## config.mk

```make
export PLATFORM = sky130hd
export DESIGN_NAME = ddp_port
export DESIGN_NICKNAME = d
export VERILOG_FILES = /design/src/ddp_pkg.sv /design/src/ddp_port.sv /design/src/ddp_wclk_gen.sv /design/src/ddp_rclk_edge.sv
export VERILOG_INCLUDE_DIRS = /design/src
export SDC_FILE = /design/constraint.sdc
export NUM_CORES = 1
export LEC_CHECK = 0
export BUFFER_PORTS_ARGS = -buffer_cell sky130_fd_sc_hd__buf_4
export CAP_MARGIN = 20
export CORE_UTILIZATION = 45
export DETAILED_ROUTE_END_ITERATION = 8
export PLACE_DENSITY = 0.69
export SYNTH_ARGS = -nofsm -noshare
export SYNTH_HDL_FRONTEND = slang
export SYNTH_SLANG_ARGS = --single-unit
```

## constraint.sdc

```tcl
create_clock -name clock -period 2.75 [get_ports clock]
set_input_delay 0.1375 -clock clock [delete_from_list [all_inputs] [get_ports clock]]
set_output_delay 0.1375 -clock clock [all_outputs]
set_load 0.02 [all_outputs]
```

## src/ddp_params.svh

```systemverilog
/*
  Constants of the drive port: status bit positions, function code
  groups, outbound drive codes and link timing counts.
  Assumes a 25 MHz module clock; included by name, definitions only.
*/
`ifndef DDP_PARAMS_SVH
`define DDP_PARAMS_SVH

// ----------------------------------------------------------------
// Timing
// ----------------------------------------------------------------
`define DDP_CLK_PERIOD_NS 40
`define DDP_WCLK_PERIOD_NS 80
`define DDP_WCLK_HALF_CYC ((`DDP_WCLK_PERIOD_NS / 2) / `DDP_CLK_PERIOD_NS)
`define DDP_RCLK_HIGH_SAMPLES 3

// ----------------------------------------------------------------
// Controller condition flag positions
// ----------------------------------------------------------------
`define DDP_B_BUFB_PERR 10
`define DDP_B_BUFA_PERR 9
`define DDP_B_LOST 8
`define DDP_B_BUSIN_PAR 7
`define DDP_B_STAT_PAR 6
`define DDP_B_BUSIN_PERR 5
`define DDP_B_STAT_PERR 4
`define DDP_B_DRV_ERR 3
`define DDP_B_DRV_BUSY 2
`define DDP_B_DS_AVAIL 1
`define DDP_B_DRV_READY 0
`define DDP_FLAGS_RESET 16'h0000
`define DDP_CLR_ON_READ 16'h073e

// ----------------------------------------------------------------
// Channel function groups (code bits 7:3) and drive codes
// ----------------------------------------------------------------
`define DDP_G_SELECT 5'h01
`define DDP_G_RTZ 5'h03
`define DDP_G_SELSTAT 5'h04
`define DDP_G_GENSTAT 5'h05
`define DDP_G_STATUS 5'h06
`define DDP_G_DIAG 5'h07
`define DDP_G_CYL 5'h08
`define DDP_G_RD0 5'h10
`define DDP_G_RD1 5'h11
`define DDP_G_RDCHAN 5'h15
`define DDP_G_WR0 5'h18
`define DDP_G_WR1 5'h19
`define DDP_G_ECHOBUF 5'h1e
`define DDP_G_ECHOPAR 5'h1f
`define DDP_F_RELEASE 8'h00
`define DDP_F_RELOPP 8'h01
`define DDP_F_CLRFLT 8'h10
`define DDP_F_RESET 8'h11
`define DDP_F_CYL 8'h40
`define DDP_F_HEAD 8'h41
`define DDP_C_NONE 4'h6

`endif

```

## src/ddp_pkg.sv

```systemverilog
/*
  Types of the drive port: outbound cycle kinds and the packed state
  of each module. Assumes ddp_params.svh is not needed here.
*/
package ddp_pkg;

  typedef enum logic [1:0] {
    DDP_OC_IDLE = 2'b00,
    DDP_OC_FUNC = 2'b01,
    DDP_OC_DATA = 2'b10
  } ddp_ocyc_t;

  typedef struct packed {
    logic [3:0] cnt;
    logic wclk;
    logic load;
  } ddp_wclk_state_t;

  typedef struct packed {
    logic [2:0] hist;
    logic fall;
  } ddp_edge_state_t;

  typedef struct packed {
    logic [15:0] flags;
    logic [15:0] drive_stat;
    logic [15:0] call_reply;
    logic [15:0] saved_bo;
    logic busy;
    logic rw_pend;
    logic rw_write;
    logic fn_pend;
    logic fn_loads_bo;
    logic done_loads_bo;
    logic [3:0] fn_code;
    ddp_ocyc_t ocyc;
    logic fstrobe;
    logic [3:0] fcode;
    logic fpar;
    logic [15:0] bus_out;
    logic bus_out_par;
    logic resp_valid;
    logic [15:0] resp_drive;
    logic [15:0] resp_ctrl;
    logic call_valid;
    logic [15:0] call_data;
    logic rd_valid;
    logic [15:0] rd_data;
    logic wr_taken;
  } ddp_port_state_t;

endpackage

```

## src/ddp_port.sv

```systemverilog
/*
  Drive side of the disk controller: accepts channel functions,
  sends drive commands and write data on the outbound cable, samples
  the inbound cable and keeps the status and call reply registers.
  Assumes all inputs synchronous to clock and a slow read clock.
*/
// Notes on behaviour
// [RL1] Buffer B and A read parity errors set bits 10 and 9; read clears.
// [RL2] Dropped functions set bit 8; status read is never dropped.
// [RL3] Bits 7 and 6 sample inbound parity lines at each read clock fall.
// [RL4] Inbound data parity error sets bit 5; read clears.
// [RL5] Bad status line parity while ready sets bit 4; read clears.
// [RL6] Sampled error line sets bit 3; read clears.
// [RL7] Strobe, error and done together set bit 2; read clears.
// [RL8] Strobe and done without error set bit 1; read clears.
// [RL9] Bit 0 follows drive ready; reads leave it alone.
// [RL10] Done captures inbound data; status read returns then clears it.
// [RL11] Some functions load drive status with their start bus-out value.
// [RL12] An error at completion marks drive status as not valid.
// [RL13] Function second parcel held as call reply, sent on enabled call.
// [RL14] Write clock has even duty; outputs change on its rising edge.
// [RL15] Function strobe lasts exactly one write clock period.
// [RL16] Function code sent with odd parity under the strobe.
// [RL17] Bus-out data sent with odd parity under the strobe.
// [RL18] Drive supplies a 320 ns read clock, changing data on rise.
// [RL19] Drive pulses strobe, error and done for one read clock each.
// [RL20] Inbound parities checked only while drive ready is high.
// [RL21] Inbound data used only when strobe or done is high.
// [RL22] Read clock fall is three high samples then a low.
// [RL23] Write clock derived by division; strobes align to its rise.
// [RL24] Busy set by a pending function, cleared by done.
// [RL25] A set coinciding with the clearing read keeps the bit set.
`include "ddp_params.svh"

module ddp_port
  import ddp_pkg::*;
(
  // Clock and reset
  input wire logic clock,
  input wire logic rst,
  // Channel function request
  input wire logic func_valid,
  input wire logic [7:0] func_code,
  input wire logic [15:0] func_param,
  // Channel call
  input wire logic call_pulse,
  input wire logic int_enable,
  // Buffer side
  input wire logic buf_a_perr,
  input wire logic buf_b_perr,
  input wire logic wr_valid,
  input wire logic [15:0] wr_data,
  // Inbound cable
  input wire logic rclk,
  input wire logic in_strobe,
  input wire logic in_error,
  input wire logic in_done,
  input wire logic in_ready,
  input wire logic stat_par,
  input wire logic [15:0] bus_in,
  input wire logic bus_in_par,
  // Outbound cable
  output logic wclk,
  output logic fstrobe,
  output logic [3:0] fcode,
  output logic fpar,
  output logic [15:0] bus_out,
  output logic bus_out_par,
  // Responses
  output logic resp_valid,
  output logic [15:0] resp_drive,
  output logic [15:0] resp_ctrl,
  output logic call_valid,
  output logic [15:0] call_data,
  output logic rd_valid,
  output logic [15:0] rd_data,
  output logic wr_taken
);

  // ----------------------------------------------------------------
  // Helpers
  // ----------------------------------------------------------------
  function automatic logic [3:0] drive_code(input logic [7:0] f);
    logic [4:0] g;
    g = f[7:3];
    if (f == `DDP_F_RELEASE) drive_code = 4'hf;
    else if (f == `DDP_F_RELOPP) drive_code = 4'he;
    else if (f == `DDP_F_CLRFLT) drive_code = 4'hc;
    else if (f == `DDP_F_RESET) drive_code = 4'hb;
    else if (f == `DDP_F_CYL) drive_code = 4'h5;
    else if (f == `DDP_F_HEAD) drive_code = 4'h4;
    else if (g == `DDP_G_SELECT) drive_code = 4'h1;
    else if (g == `DDP_G_RTZ) drive_code = 4'hd;
    else if (g == `DDP_G_SELSTAT) drive_code = 4'h7;
    else if (g == `DDP_G_GENSTAT) drive_code = 4'h8;
    else if (g == `DDP_G_DIAG) drive_code = 4'h9;
    else if (g == `DDP_G_RD0 || g == `DDP_G_RD1) drive_code = 4'h2;
    else if (g == `DDP_G_WR0 || g == `DDP_G_WR1) drive_code = 4'h3;
    else if (g == `DDP_G_ECHOPAR) drive_code = 4'h0;
    else drive_code = `DDP_C_NONE;
  endfunction

  function automatic logic odd_par16(input logic [15:0] d);
    odd_par16 = ~^d;
  endfunction

  // ----------------------------------------------------------------
  // Write clock and read clock edge
  // ----------------------------------------------------------------
  logic wclk_load;
  logic rclk_fall;

  ddp_wclk_gen u_wclk (
    .clock(clock),
    .rst(rst),
    .wclk(wclk),
    .load(wclk_load)
  );

  ddp_rclk_edge u_redge (
    .clock(clock),
    .rst(rst),
    .rclk(rclk),
    .fall(rclk_fall)
  );

  // ----------------------------------------------------------------
  // Function decode
  // ----------------------------------------------------------------
  logic [4:0] grp;
  logic is_status;
  logic is_rw;
  logic is_wr;
  logic is_internal;
  logic is_disk;
  logic loads_bo;
  logic [3:0] dcode;

  always_comb begin
    grp = func_code[7:3];
    dcode = drive_code(func_code);
    is_status = (grp == `DDP_G_STATUS);
    is_wr = (grp == `DDP_G_WR0) || (grp == `DDP_G_WR1);
    is_rw = is_wr || (grp == `DDP_G_RD0) || (grp == `DDP_G_RD1);
    is_internal = (grp == `DDP_G_RDCHAN) || (grp == `DDP_G_ECHOBUF);
    is_disk = (dcode != `DDP_C_NONE);
    loads_bo = is_rw || (grp == `DDP_G_DIAG) || (grp == `DDP_G_ECHOPAR) ||
               (func_code == `DDP_F_CYL) || (func_code == `DDP_F_HEAD);
  end

  // ----------------------------------------------------------------
  // State update
  // ----------------------------------------------------------------
  ddp_port_state_t s_reg;
  ddp_port_state_t s_next;
  logic [15:0] set_bits;
  logic lost;
  logic accept;
  logic st_read;
  logic ev_done;
  logic ev_status;

  always_comb begin
    s_next = s_reg;
    set_bits = 16'h0000;
    s_next.resp_valid = 1'b0;
    s_next.call_valid = 1'b0;
    s_next.rd_valid = 1'b0;
    s_next.wr_taken = 1'b0;
    st_read = func_valid && is_status;
    lost = 1'b0;
    accept = 1'b0;
    // Function acceptance
    if (func_valid && is_disk) begin
      if (is_rw && s_reg.rw_pend) begin
        lost = 1'b1; // RL2
      end else if (s_reg.busy || s_reg.fn_pend) begin
        lost = 1'b1; // RL2
      end else begin
        accept = 1'b1;
      end
    end else if (func_valid && is_internal && s_reg.busy) begin
      lost = 1'b1; // RL2
    end
    if (accept) begin
      s_next.fn_pend = 1'b1;
      s_next.busy = 1'b1; // RL24
      s_next.fn_code = dcode;
      s_next.saved_bo = func_param;
      s_next.fn_loads_bo = loads_bo;
      s_next.call_reply = func_param; // RL13
      if (is_rw) begin
        s_next.rw_pend = 1'b1;
        s_next.rw_write = is_wr;
      end
    end
    // Channel call substitutes the held reply
    if (call_pulse && int_enable) begin
      s_next.call_valid = 1'b1; // RL13
      s_next.call_data = s_reg.call_reply;
    end
    // Outbound cycle, chosen just before each write clock rise
    if (wclk_load) begin
      if (s_reg.fn_pend) begin
        s_next.ocyc = DDP_OC_FUNC;
        s_next.fn_pend = 1'b0;
        s_next.done_loads_bo = s_reg.fn_loads_bo;
        s_next.fstrobe = 1'b1; // RL15
        s_next.fcode = s_reg.fn_code;
        s_next.fpar = ~^s_reg.fn_code; // RL16
        s_next.bus_out = s_reg.saved_bo;
        s_next.bus_out_par = odd_par16(s_reg.saved_bo); // RL17
      end else if (s_reg.rw_pend && s_reg.rw_write && s_reg.busy && wr_valid) begin
        s_next.ocyc = DDP_OC_DATA;
        s_next.fstrobe = 1'b1; // RL15
        s_next.bus_out = wr_data;
        s_next.bus_out_par = odd_par16(wr_data); // RL17
        s_next.wr_taken = 1'b1;
      end else begin
        s_next.ocyc = DDP_OC_IDLE;
        s_next.fstrobe = 1'b0; // RL23
      end
    end
    // Inbound cycle at the detected read clock fall
    ev_done = rclk_fall && in_done;
    ev_status = rclk_fall && in_strobe && !in_done;
    if (rclk_fall) begin
      s_next.flags[`DDP_B_BUSIN_PAR] = bus_in_par; // RL3
      s_next.flags[`DDP_B_STAT_PAR] = stat_par; // RL3
      if (in_ready && (in_strobe || in_done) && (^{bus_in, bus_in_par} == 1'b0)) begin
        set_bits[`DDP_B_BUSIN_PERR] = 1'b1; // RL4 RL20 RL21
      end
      if (in_ready && (^{in_strobe, in_error, in_done, in_ready, stat_par} == 1'b0)) begin
        set_bits[`DDP_B_STAT_PERR] = 1'b1; // RL5 RL20
      end
      set_bits[`DDP_B_DRV_ERR] = in_error; // RL6
      set_bits[`DDP_B_DRV_BUSY] = in_strobe && in_error && in_done; // RL7
      set_bits[`DDP_B_DS_AVAIL] = in_strobe && in_done && !in_error; // RL8
    end
    if (ev_status) begin
      if (s_reg.rw_pend && !s_reg.rw_write) begin
        s_next.rd_valid = 1'b1; // RL21
        s_next.rd_data = bus_in;
      end else begin
        s_next.drive_stat = bus_in; // RL21
      end
    end
    set_bits[`DDP_B_BUFB_PERR] = buf_b_perr; // RL1
    set_bits[`DDP_B_BUFA_PERR] = buf_a_perr; // RL1
    set_bits[`DDP_B_LOST] = lost; // RL2
    // Status read answers with the values held before the clear
    if (st_read) begin
      s_next.resp_valid = 1'b1;
      s_next.resp_drive = s_reg.drive_stat; // RL10
      s_next.resp_ctrl = s_reg.flags;
      s_next.drive_stat = 16'h0000; // RL10
      s_next.flags = s_next.flags & ~`DDP_CLR_ON_READ;
    end
    if (ev_done) begin
      // Error at done leaves bit 1 clear, flagging the capture as bad
      s_next.drive_stat = (s_reg.done_loads_bo && !in_error) ?
                          s_reg.saved_bo : bus_in; // RL10 RL11 RL12
      s_next.busy = 1'b0; // RL24
      s_next.rw_pend = 1'b0;
    end
    s_next.flags = s_next.flags | set_bits; // RL25
    s_next.flags[`DDP_B_DRV_READY] = in_ready; // RL9
    s_next.flags[15:11] = 5'h00;
  end

  always_ff @(posedge clock) begin
    if (rst) begin
      s_reg <= '0;
      s_reg.flags <= `DDP_FLAGS_RESET;
      s_reg.ocyc <= DDP_OC_IDLE;
    end else begin
      s_reg <= s_next;
    end
  end

  assign fstrobe = s_reg.fstrobe;
  assign fcode = s_reg.fcode;
  assign fpar = s_reg.fpar;
  assign bus_out = s_reg.bus_out;
  assign bus_out_par = s_reg.bus_out_par;
  assign resp_valid = s_reg.resp_valid;
  assign resp_drive = s_reg.resp_drive;
  assign resp_ctrl = s_reg.resp_ctrl;
  assign call_valid = s_reg.call_valid;
  assign call_data = s_reg.call_data;
  assign rd_valid = s_reg.rd_valid;
  assign rd_data = s_reg.rd_data;
  assign wr_taken = s_reg.wr_taken;
endmodule

```

## src/ddp_wclk_gen.sv

```systemverilog
/*
  Outbound write clock divider with a load strobe for the cycle
  before each rising edge. Assumes one synchronous module clock.
*/
`include "ddp_params.svh"

module ddp_wclk_gen
  import ddp_pkg::*;
(
  // Clock and reset
  input wire logic clock,
  input wire logic rst,
  // Write clock and load strobe
  output logic wclk,
  output logic load
);

  localparam logic [3:0] HALF_LAST = 4'(`DDP_WCLK_HALF_CYC - 1);

  ddp_wclk_state_t s_reg;
  ddp_wclk_state_t s_next;

  always_comb begin
    s_next = s_reg;
    if (s_reg.cnt == HALF_LAST) begin
      s_next.cnt = 4'h0;
      s_next.wclk = ~s_reg.wclk; // RL14 RL23
    end else begin
      s_next.cnt = s_reg.cnt + 4'h1;
    end
    // High in the last cycle before wclk rises
    s_next.load = (s_next.cnt == HALF_LAST) && !s_next.wclk; // RL23
  end

  always_ff @(posedge clock) begin
    if (rst) begin
      s_reg <= '{cnt: 4'h0, wclk: 1'b0, load: (HALF_LAST == 4'h0)};
    end else begin
      s_reg <= s_next;
    end
  end

  assign wclk = s_reg.wclk;
  assign load = s_reg.load;

endmodule

```

## src/ddp_rclk_edge.sv

```systemverilog
/*
  Falling edge detector for the drive read clock: a run of high
  samples followed by a low one. Assumes rclk synchronous to clock.
*/
`include "ddp_params.svh"

module ddp_rclk_edge
  import ddp_pkg::*;
(
  // Clock and reset
  input wire logic clock,
  input wire logic rst,
  // Read clock in, one-cycle edge pulse out
  input wire logic rclk,
  output logic fall
);

  ddp_edge_state_t s_reg;
  ddp_edge_state_t s_next;

  always_comb begin
    s_next = s_reg;
    s_next.hist = {s_reg.hist[1:0], rclk};
    s_next.fall = (s_reg.hist == 3'h7) && !rclk; // RL22
  end

  always_ff @(posedge clock) begin
    if (rst) begin
      s_reg <= '{hist: 3'h0, fall: 1'b0};
    end else begin
      s_reg <= s_next;
    end
  end

  assign fall = s_reg.fall;

endmodule

```

After elaboration in Yosys (flattened, before gate mapping). Index checks and enable logic that the tools add are counted.

Bits in registers: 154. Memories: 0. Bits in read-only memories: 0. Input port bits: 71. Output and inout bits: 92. Latch bits: 0. Word-level logic and storage cells: 156. RAM bits: 0.

Bitwise logic cells: 6. Multipliers: 0. Divide/modulo/power cells: 0. Muxes and demuxes: 43. Add/subtract/negate cells: 1. Shifts and indexed selects: 0. Magnitude comparators: 0. Reductions and logical operators: 57. Equality and inequality tests: 21.

Operator list (number): $mux 17 (4); $mux 16 (4); $mux 4 (12); $eq 5x5->1 const B (7); $mux 33 (1); $reduce_xnor 16->1 (2); $mux 27 (1); $logic_and 1x1->1 (23); $eq 5x3->1 const B (4); $reduce_xor 17->1 (1); $eq 8x5->1 const B (2); $eq 8x7->1 const B (2); $mux 3 (5); $mux 1 (13); $logic_or 1x1->1 (11); $or 11x11->11 (1); $reduce_and 2->1 (5); $eq 8x1->1 const B (1); $logic_not 4->1 (2); $logic_not 8->1 (1); $eq 5x1->1 const B (1); $eq 5x2->1 const B (1); $logic_not 1->1 (5); $mux 5 (1); other kinds (12) (18).

Logic depth before layout (Yosys ltp).
Word-level depth: 21. Mapped depth: 8.

Hierarchy. Synthesis repeated with hierarchy kept, for this count alone.

Cells, all modules: 827. Area, all modules: 7149.4 µm².

By module, submodules not included: ddp_port (cells an instance 787, area each 6726.5 µm², times used 1); ddp_wclk_gen (cells an instance 32, area each 306.5 µm², times used 1); ddp_rclk_edge (cells an instance 8, area each 116.4 µm², times used 1).

Worst setup path after synthesis. No wires, ideal clock.

Kind: register -> register. Start: reg u_redge.s_reg (netlist bit u_redge.fall). End: reg s_reg[146] in the netlist's numbering. Arrival: 1.560 ns. Clock period less this slack: 1.692 ns. Setup slack: 1.058 ns. Path buffers: 2. Library setup time: 0.132 ns. Data required time: 2.618 ns. Cell stages (with the launch flop): 8. Path through: dfxtp_1 > buf_2 > nand2_1 > nor3b_2 > a21oi_2 > clkbuf_1 > a221oi_1 > nor3_1.

Cells in the longest elaborated chain, start to end: 4. Elaborated cells between the ends (all ways): 7.

RTL lines: from (decl) (line ddp_rclk_edge.sv:18) `ddp_edge_state_t s_reg;`; from (signal assigned) (line ddp_rclk_edge.sv:29) `s_reg <= '{hist: 3'h0, fall: 1'b0};`; from (signal assigned) (line ddp_rclk_edge.sv:31) `s_reg <= s_next;`; $logic_and 1x1->1 (2 in a row) (line ddp_port.sv:226) `ev_status = rclk_fall && in_strobe && !in_done;`; $reduce_bool 3->1 (no line); $reduce_and 2->1 (no line); to (signal assigned) (line ddp_port.sv:277) `s_reg <= s_next;`; to (decl) (line ddp_port.sv:154) `ddp_port_state_t s_reg;`.

Parallel ways exist; a longest one is shown, timed or not. A chain may end at the register's enable or synchronous reset.

Final worst setup path.
Start: in func_valid. End: reg s_reg[136] in the netlist's numbering.

Cells in the longest elaborated chain, start to end: 3. Elaborated cells between the ends (all ways): 6.

RTL lines: from (decl) (line ddp_port.sv:42) `input wire logic func_valid,`; $logic_and 1x1->1 * (line ddp_port.sv:170) `st_read = func_valid && is_status;`; $ne 3x3->1 (no line), or another cell as far along; $reduce_and 2->1 (no line) or $mux 16 (tied branches).

Every way passes the cells marked *; elsewhere a longest branch is shown, timed or not.

==> run summary <==
Initial antenna violation count -> 0
Final hold violation count -> 0
First-pass GRT wire length -> 28.4 mm
Fmax -> 493 MHz
Critical-path maximum fanout -> 16
Routed vias/inst -> 5.10
Seq pwr share -> 42.1%
Initial DRC Count -> 368
Antenna Nets Post-Route -> 0
Final wirelength -> 17.5 mm
Sw Pwr -> 0.00137 W
Final setup TNS -> 0 ps
Ys flop type -> dfxtp_1
Post-synthesis sequential area ratio -> 43.1%
Syn. warnings -> 0
Max H-tree Level -> 4
Initial Util -> 46.9%
Antenna fix cells -> 0
Post-CTS sizing -> 0
Synthesized area per cell -> 8.40 um^2
Layout Area Growth over Synthesis -> 24.2%
Die X -> 126 um
I/O Pins -> 163
Mapped Area -> 6920 um^2
Post-synth EDFFs -> 0
CP arrival -> 2380 ps
Clock slew at reported path FFs -> 60 ps
Crit. End Element -> flop
Max reg flops -> 53
Share of cells above drive strength 1 -> 22.2%
# Post-CTS Setup Buffers -> 0
FF+latch count, synth -> 149
Hold WC Path Type -> input pin to flop
Pin count of the biggest net entering global routing -> 67
Routed vias -> 5,689
Area after DPL -> 7590 um^2
Status -> completed
Placed cell count -> 1,046
Port buffer count -> 157
Worst Clk Skew -> 12.1 ps
Number of global-route vias before repair -> 5,496
Row Count -> 44
DRC -> 0
Clock sink count -> 149
Int Pwr -> 0.00414 W
Hpwl dp -> 11.9 mm
Crit Path Class -> input pin to flop
Clock power share -> 44.5%
GRT overflow -> 0
Fin. max-slew vios -> 0
TritonRoute pass-1 iters -> 4
Pin slew with the least headroom to its limit -> 1030 ps
CTS Buf Count -> 17
RSZ-0062 raised after global routing -> no
Hold-fix buffers, CTS -> 37
Final estimated routing congestion in global placement -> 0.825
WL per Instance -> 15.7 um
Async SR Flop Fraction -> 0%
Die span in y -> 126 um
Max VDD drop -> 0.440 mV
Max-Slew Margin vs Limit -> 31.3%
Lkg Pwr -> 3.36 nW
Max Cap Viol -> 0
Final setup margin -> 720 ps
Pwr/cell area -> 641 nW/um^2
Gr usage total -> 22.8%
Pre-CTS setup slack -> 727 ps
Root Buffer -> clkbuf_16
Final setup fails -> 0
Final critical-path required period -> 2030 ps
Fin area -> 8590 um^2
Skew-Pair Late Insertion Delay -> 430 ps
Distinct cells, synth -> 52
Combinational power share -> 13.5%
CP startpoint kind -> input pin
Final Hold Slack -> 17.6 ps
Switching part of the total -> 24.9%
Core area -> 14,800 um^2
Clock buffer depth -> 2
CP required -> 3100 ps
Finished Layout Cells -> 1,116
CTS tree -> done
Fin crit share -> 73.8%
Mapped Cells -> 824
Die area -> 15,900 um^2
Final Net Count -> 992
## cells in the final DEF, fill, tap and decap left out, drive strengths merged, types with 3 or more instances in the layout
cell | netlist | final
o21ai | 16 | 16
a21oi | 84 | 84
xnor2 | 48 | 48
nor2 | 77 | 77
inv | 6 | 6
bufinv | 0 | 4
dfxtp | 149 | 149
clkbuf | 34 | 20
nand3 | 11 | 11
clkinv | 0 | 5
buf | 98 | 167
dlygate4sd3 | 0 | 37
nand4 | 6 | 6
nor3b | 4 | 4
nor2b | 12 | 12
mux2i | 36 | 36
nor3 | 16 | 16
clkinvlp | 0 | 3
xor2 | 8 | 8
a211oi | 23 | 23
a221oi | 10 | 10
nand2 | 149 | 149
nand2b | 6 | 6
conb | 1 | 5
## cells in the mapped netlist, drive strengths merged (10+ instances only)
| library cell | number | area, um^2 |
|---|---|---|
| dfxtp | 149 | 2980 |
| nand2 | 149 | 567 |
| buf | 98 | 709 |
| a21oi | 84 | 424 |
| nor2 | 77 | 292 |
| xnor2 | 48 | 420 |
| mux2i | 36 | 360 |
| clkbuf | 34 | 128 |
| a211oi | 23 | 173 |
| nor3 | 16 | 80.1 |
| o21ai | 16 | 80.1 |
| nor2b | 12 | 75.1 |
| nand3 | 11 | 55.1 |
| a221oi | 10 | 87.6 |
## routing by layer
| layer | routed length, um | share of wire, % | vias to the layer above | GRT usage [%] |
|---|---|---|---|---|
| met1 | 7980 | 46 | 2623 | 29.3 |
| met2 | 8080 | 46 | 175 | 35.6 |
| met5 | 0 | 0 | - | 0 |
| li1 | - | - | 2861 | - |
| met4 | 426 | 2.4 | 0 | 10.7 |
| met3 | 1010 | 5.8 | 30 | 6.37 |
## per-stage QoR
step	power [W]	util [%]
final	0.00550	58.2
after global placement	0.00305	51.4
after floorplan	0.00284	-
after detailed placement	0.00306	51.4
after global routing	0.00572	58.2
after CTS	0.00555	58.2
## cell type report
type | instances | area (um^2)
repair buffers | 204 | 1640
inverters | 6 | 22.5
clock inverters | 12 | 179
well taps | 184 | 230
fillers | 1314 | 6160
multi-input cells | 541 | 3090
clock buffers | 20 | 447
flip-flops and latches | 149 | 2980
## power groups by stage
stage | Clock, W | Sequential (W) | Combinational, W
after floorplan | 0 | 0.00234 | 0.000500
after global placement | 0 | 0.00236 | 0.000692
after detailed placement | 0 | 0.00236 | 0.000699
after CTS | 0.00249 | 0.00231 | 0.000743
after global routing | 0.00258 | 0.00233 | 0.000811
final | 0.00245 | 0.00232 | 0.000741
## cell families after synthesis
family,Yosys count,synth area share [%]
mux,37,5.37
simple gates,293,18.8
xor+xnor,56,7.09
flops,149,43.1
fa+ha+maj,2,0.362
compound gates,148,12.7
buf+inv,138,12.4
other cells,1,0.0542
## critical path, stage by stage
cell           delay, ps
dlygate4sd3_1        530
buf_4                150
nor2b_1              140
and4_1               250
nor2_1               800
o21ai_1              120
a211oi_1             250
## path summary, 6_finish.rpt
check | start | end | slack (ps) | depth (start not counted)
min | bus_in[14] | rd_data[14]$_SDFFE_PP0P_ | 20 | 3
min reg2reg | s_reg[151]$_SDFF_PP0_ | resp_ctrl[0]$_SDFFE_PP0P_ | 440 | 2
max | func_valid | s_reg[136]$_SDFFE_PP0P_ | 720 | 7
max reg2reg | s_reg[100]$_SDFFE_PP0P_ | s_reg[136]$_SDFFE_PP0P_ | 770 | 6
(Power assumes the default switching activity.)
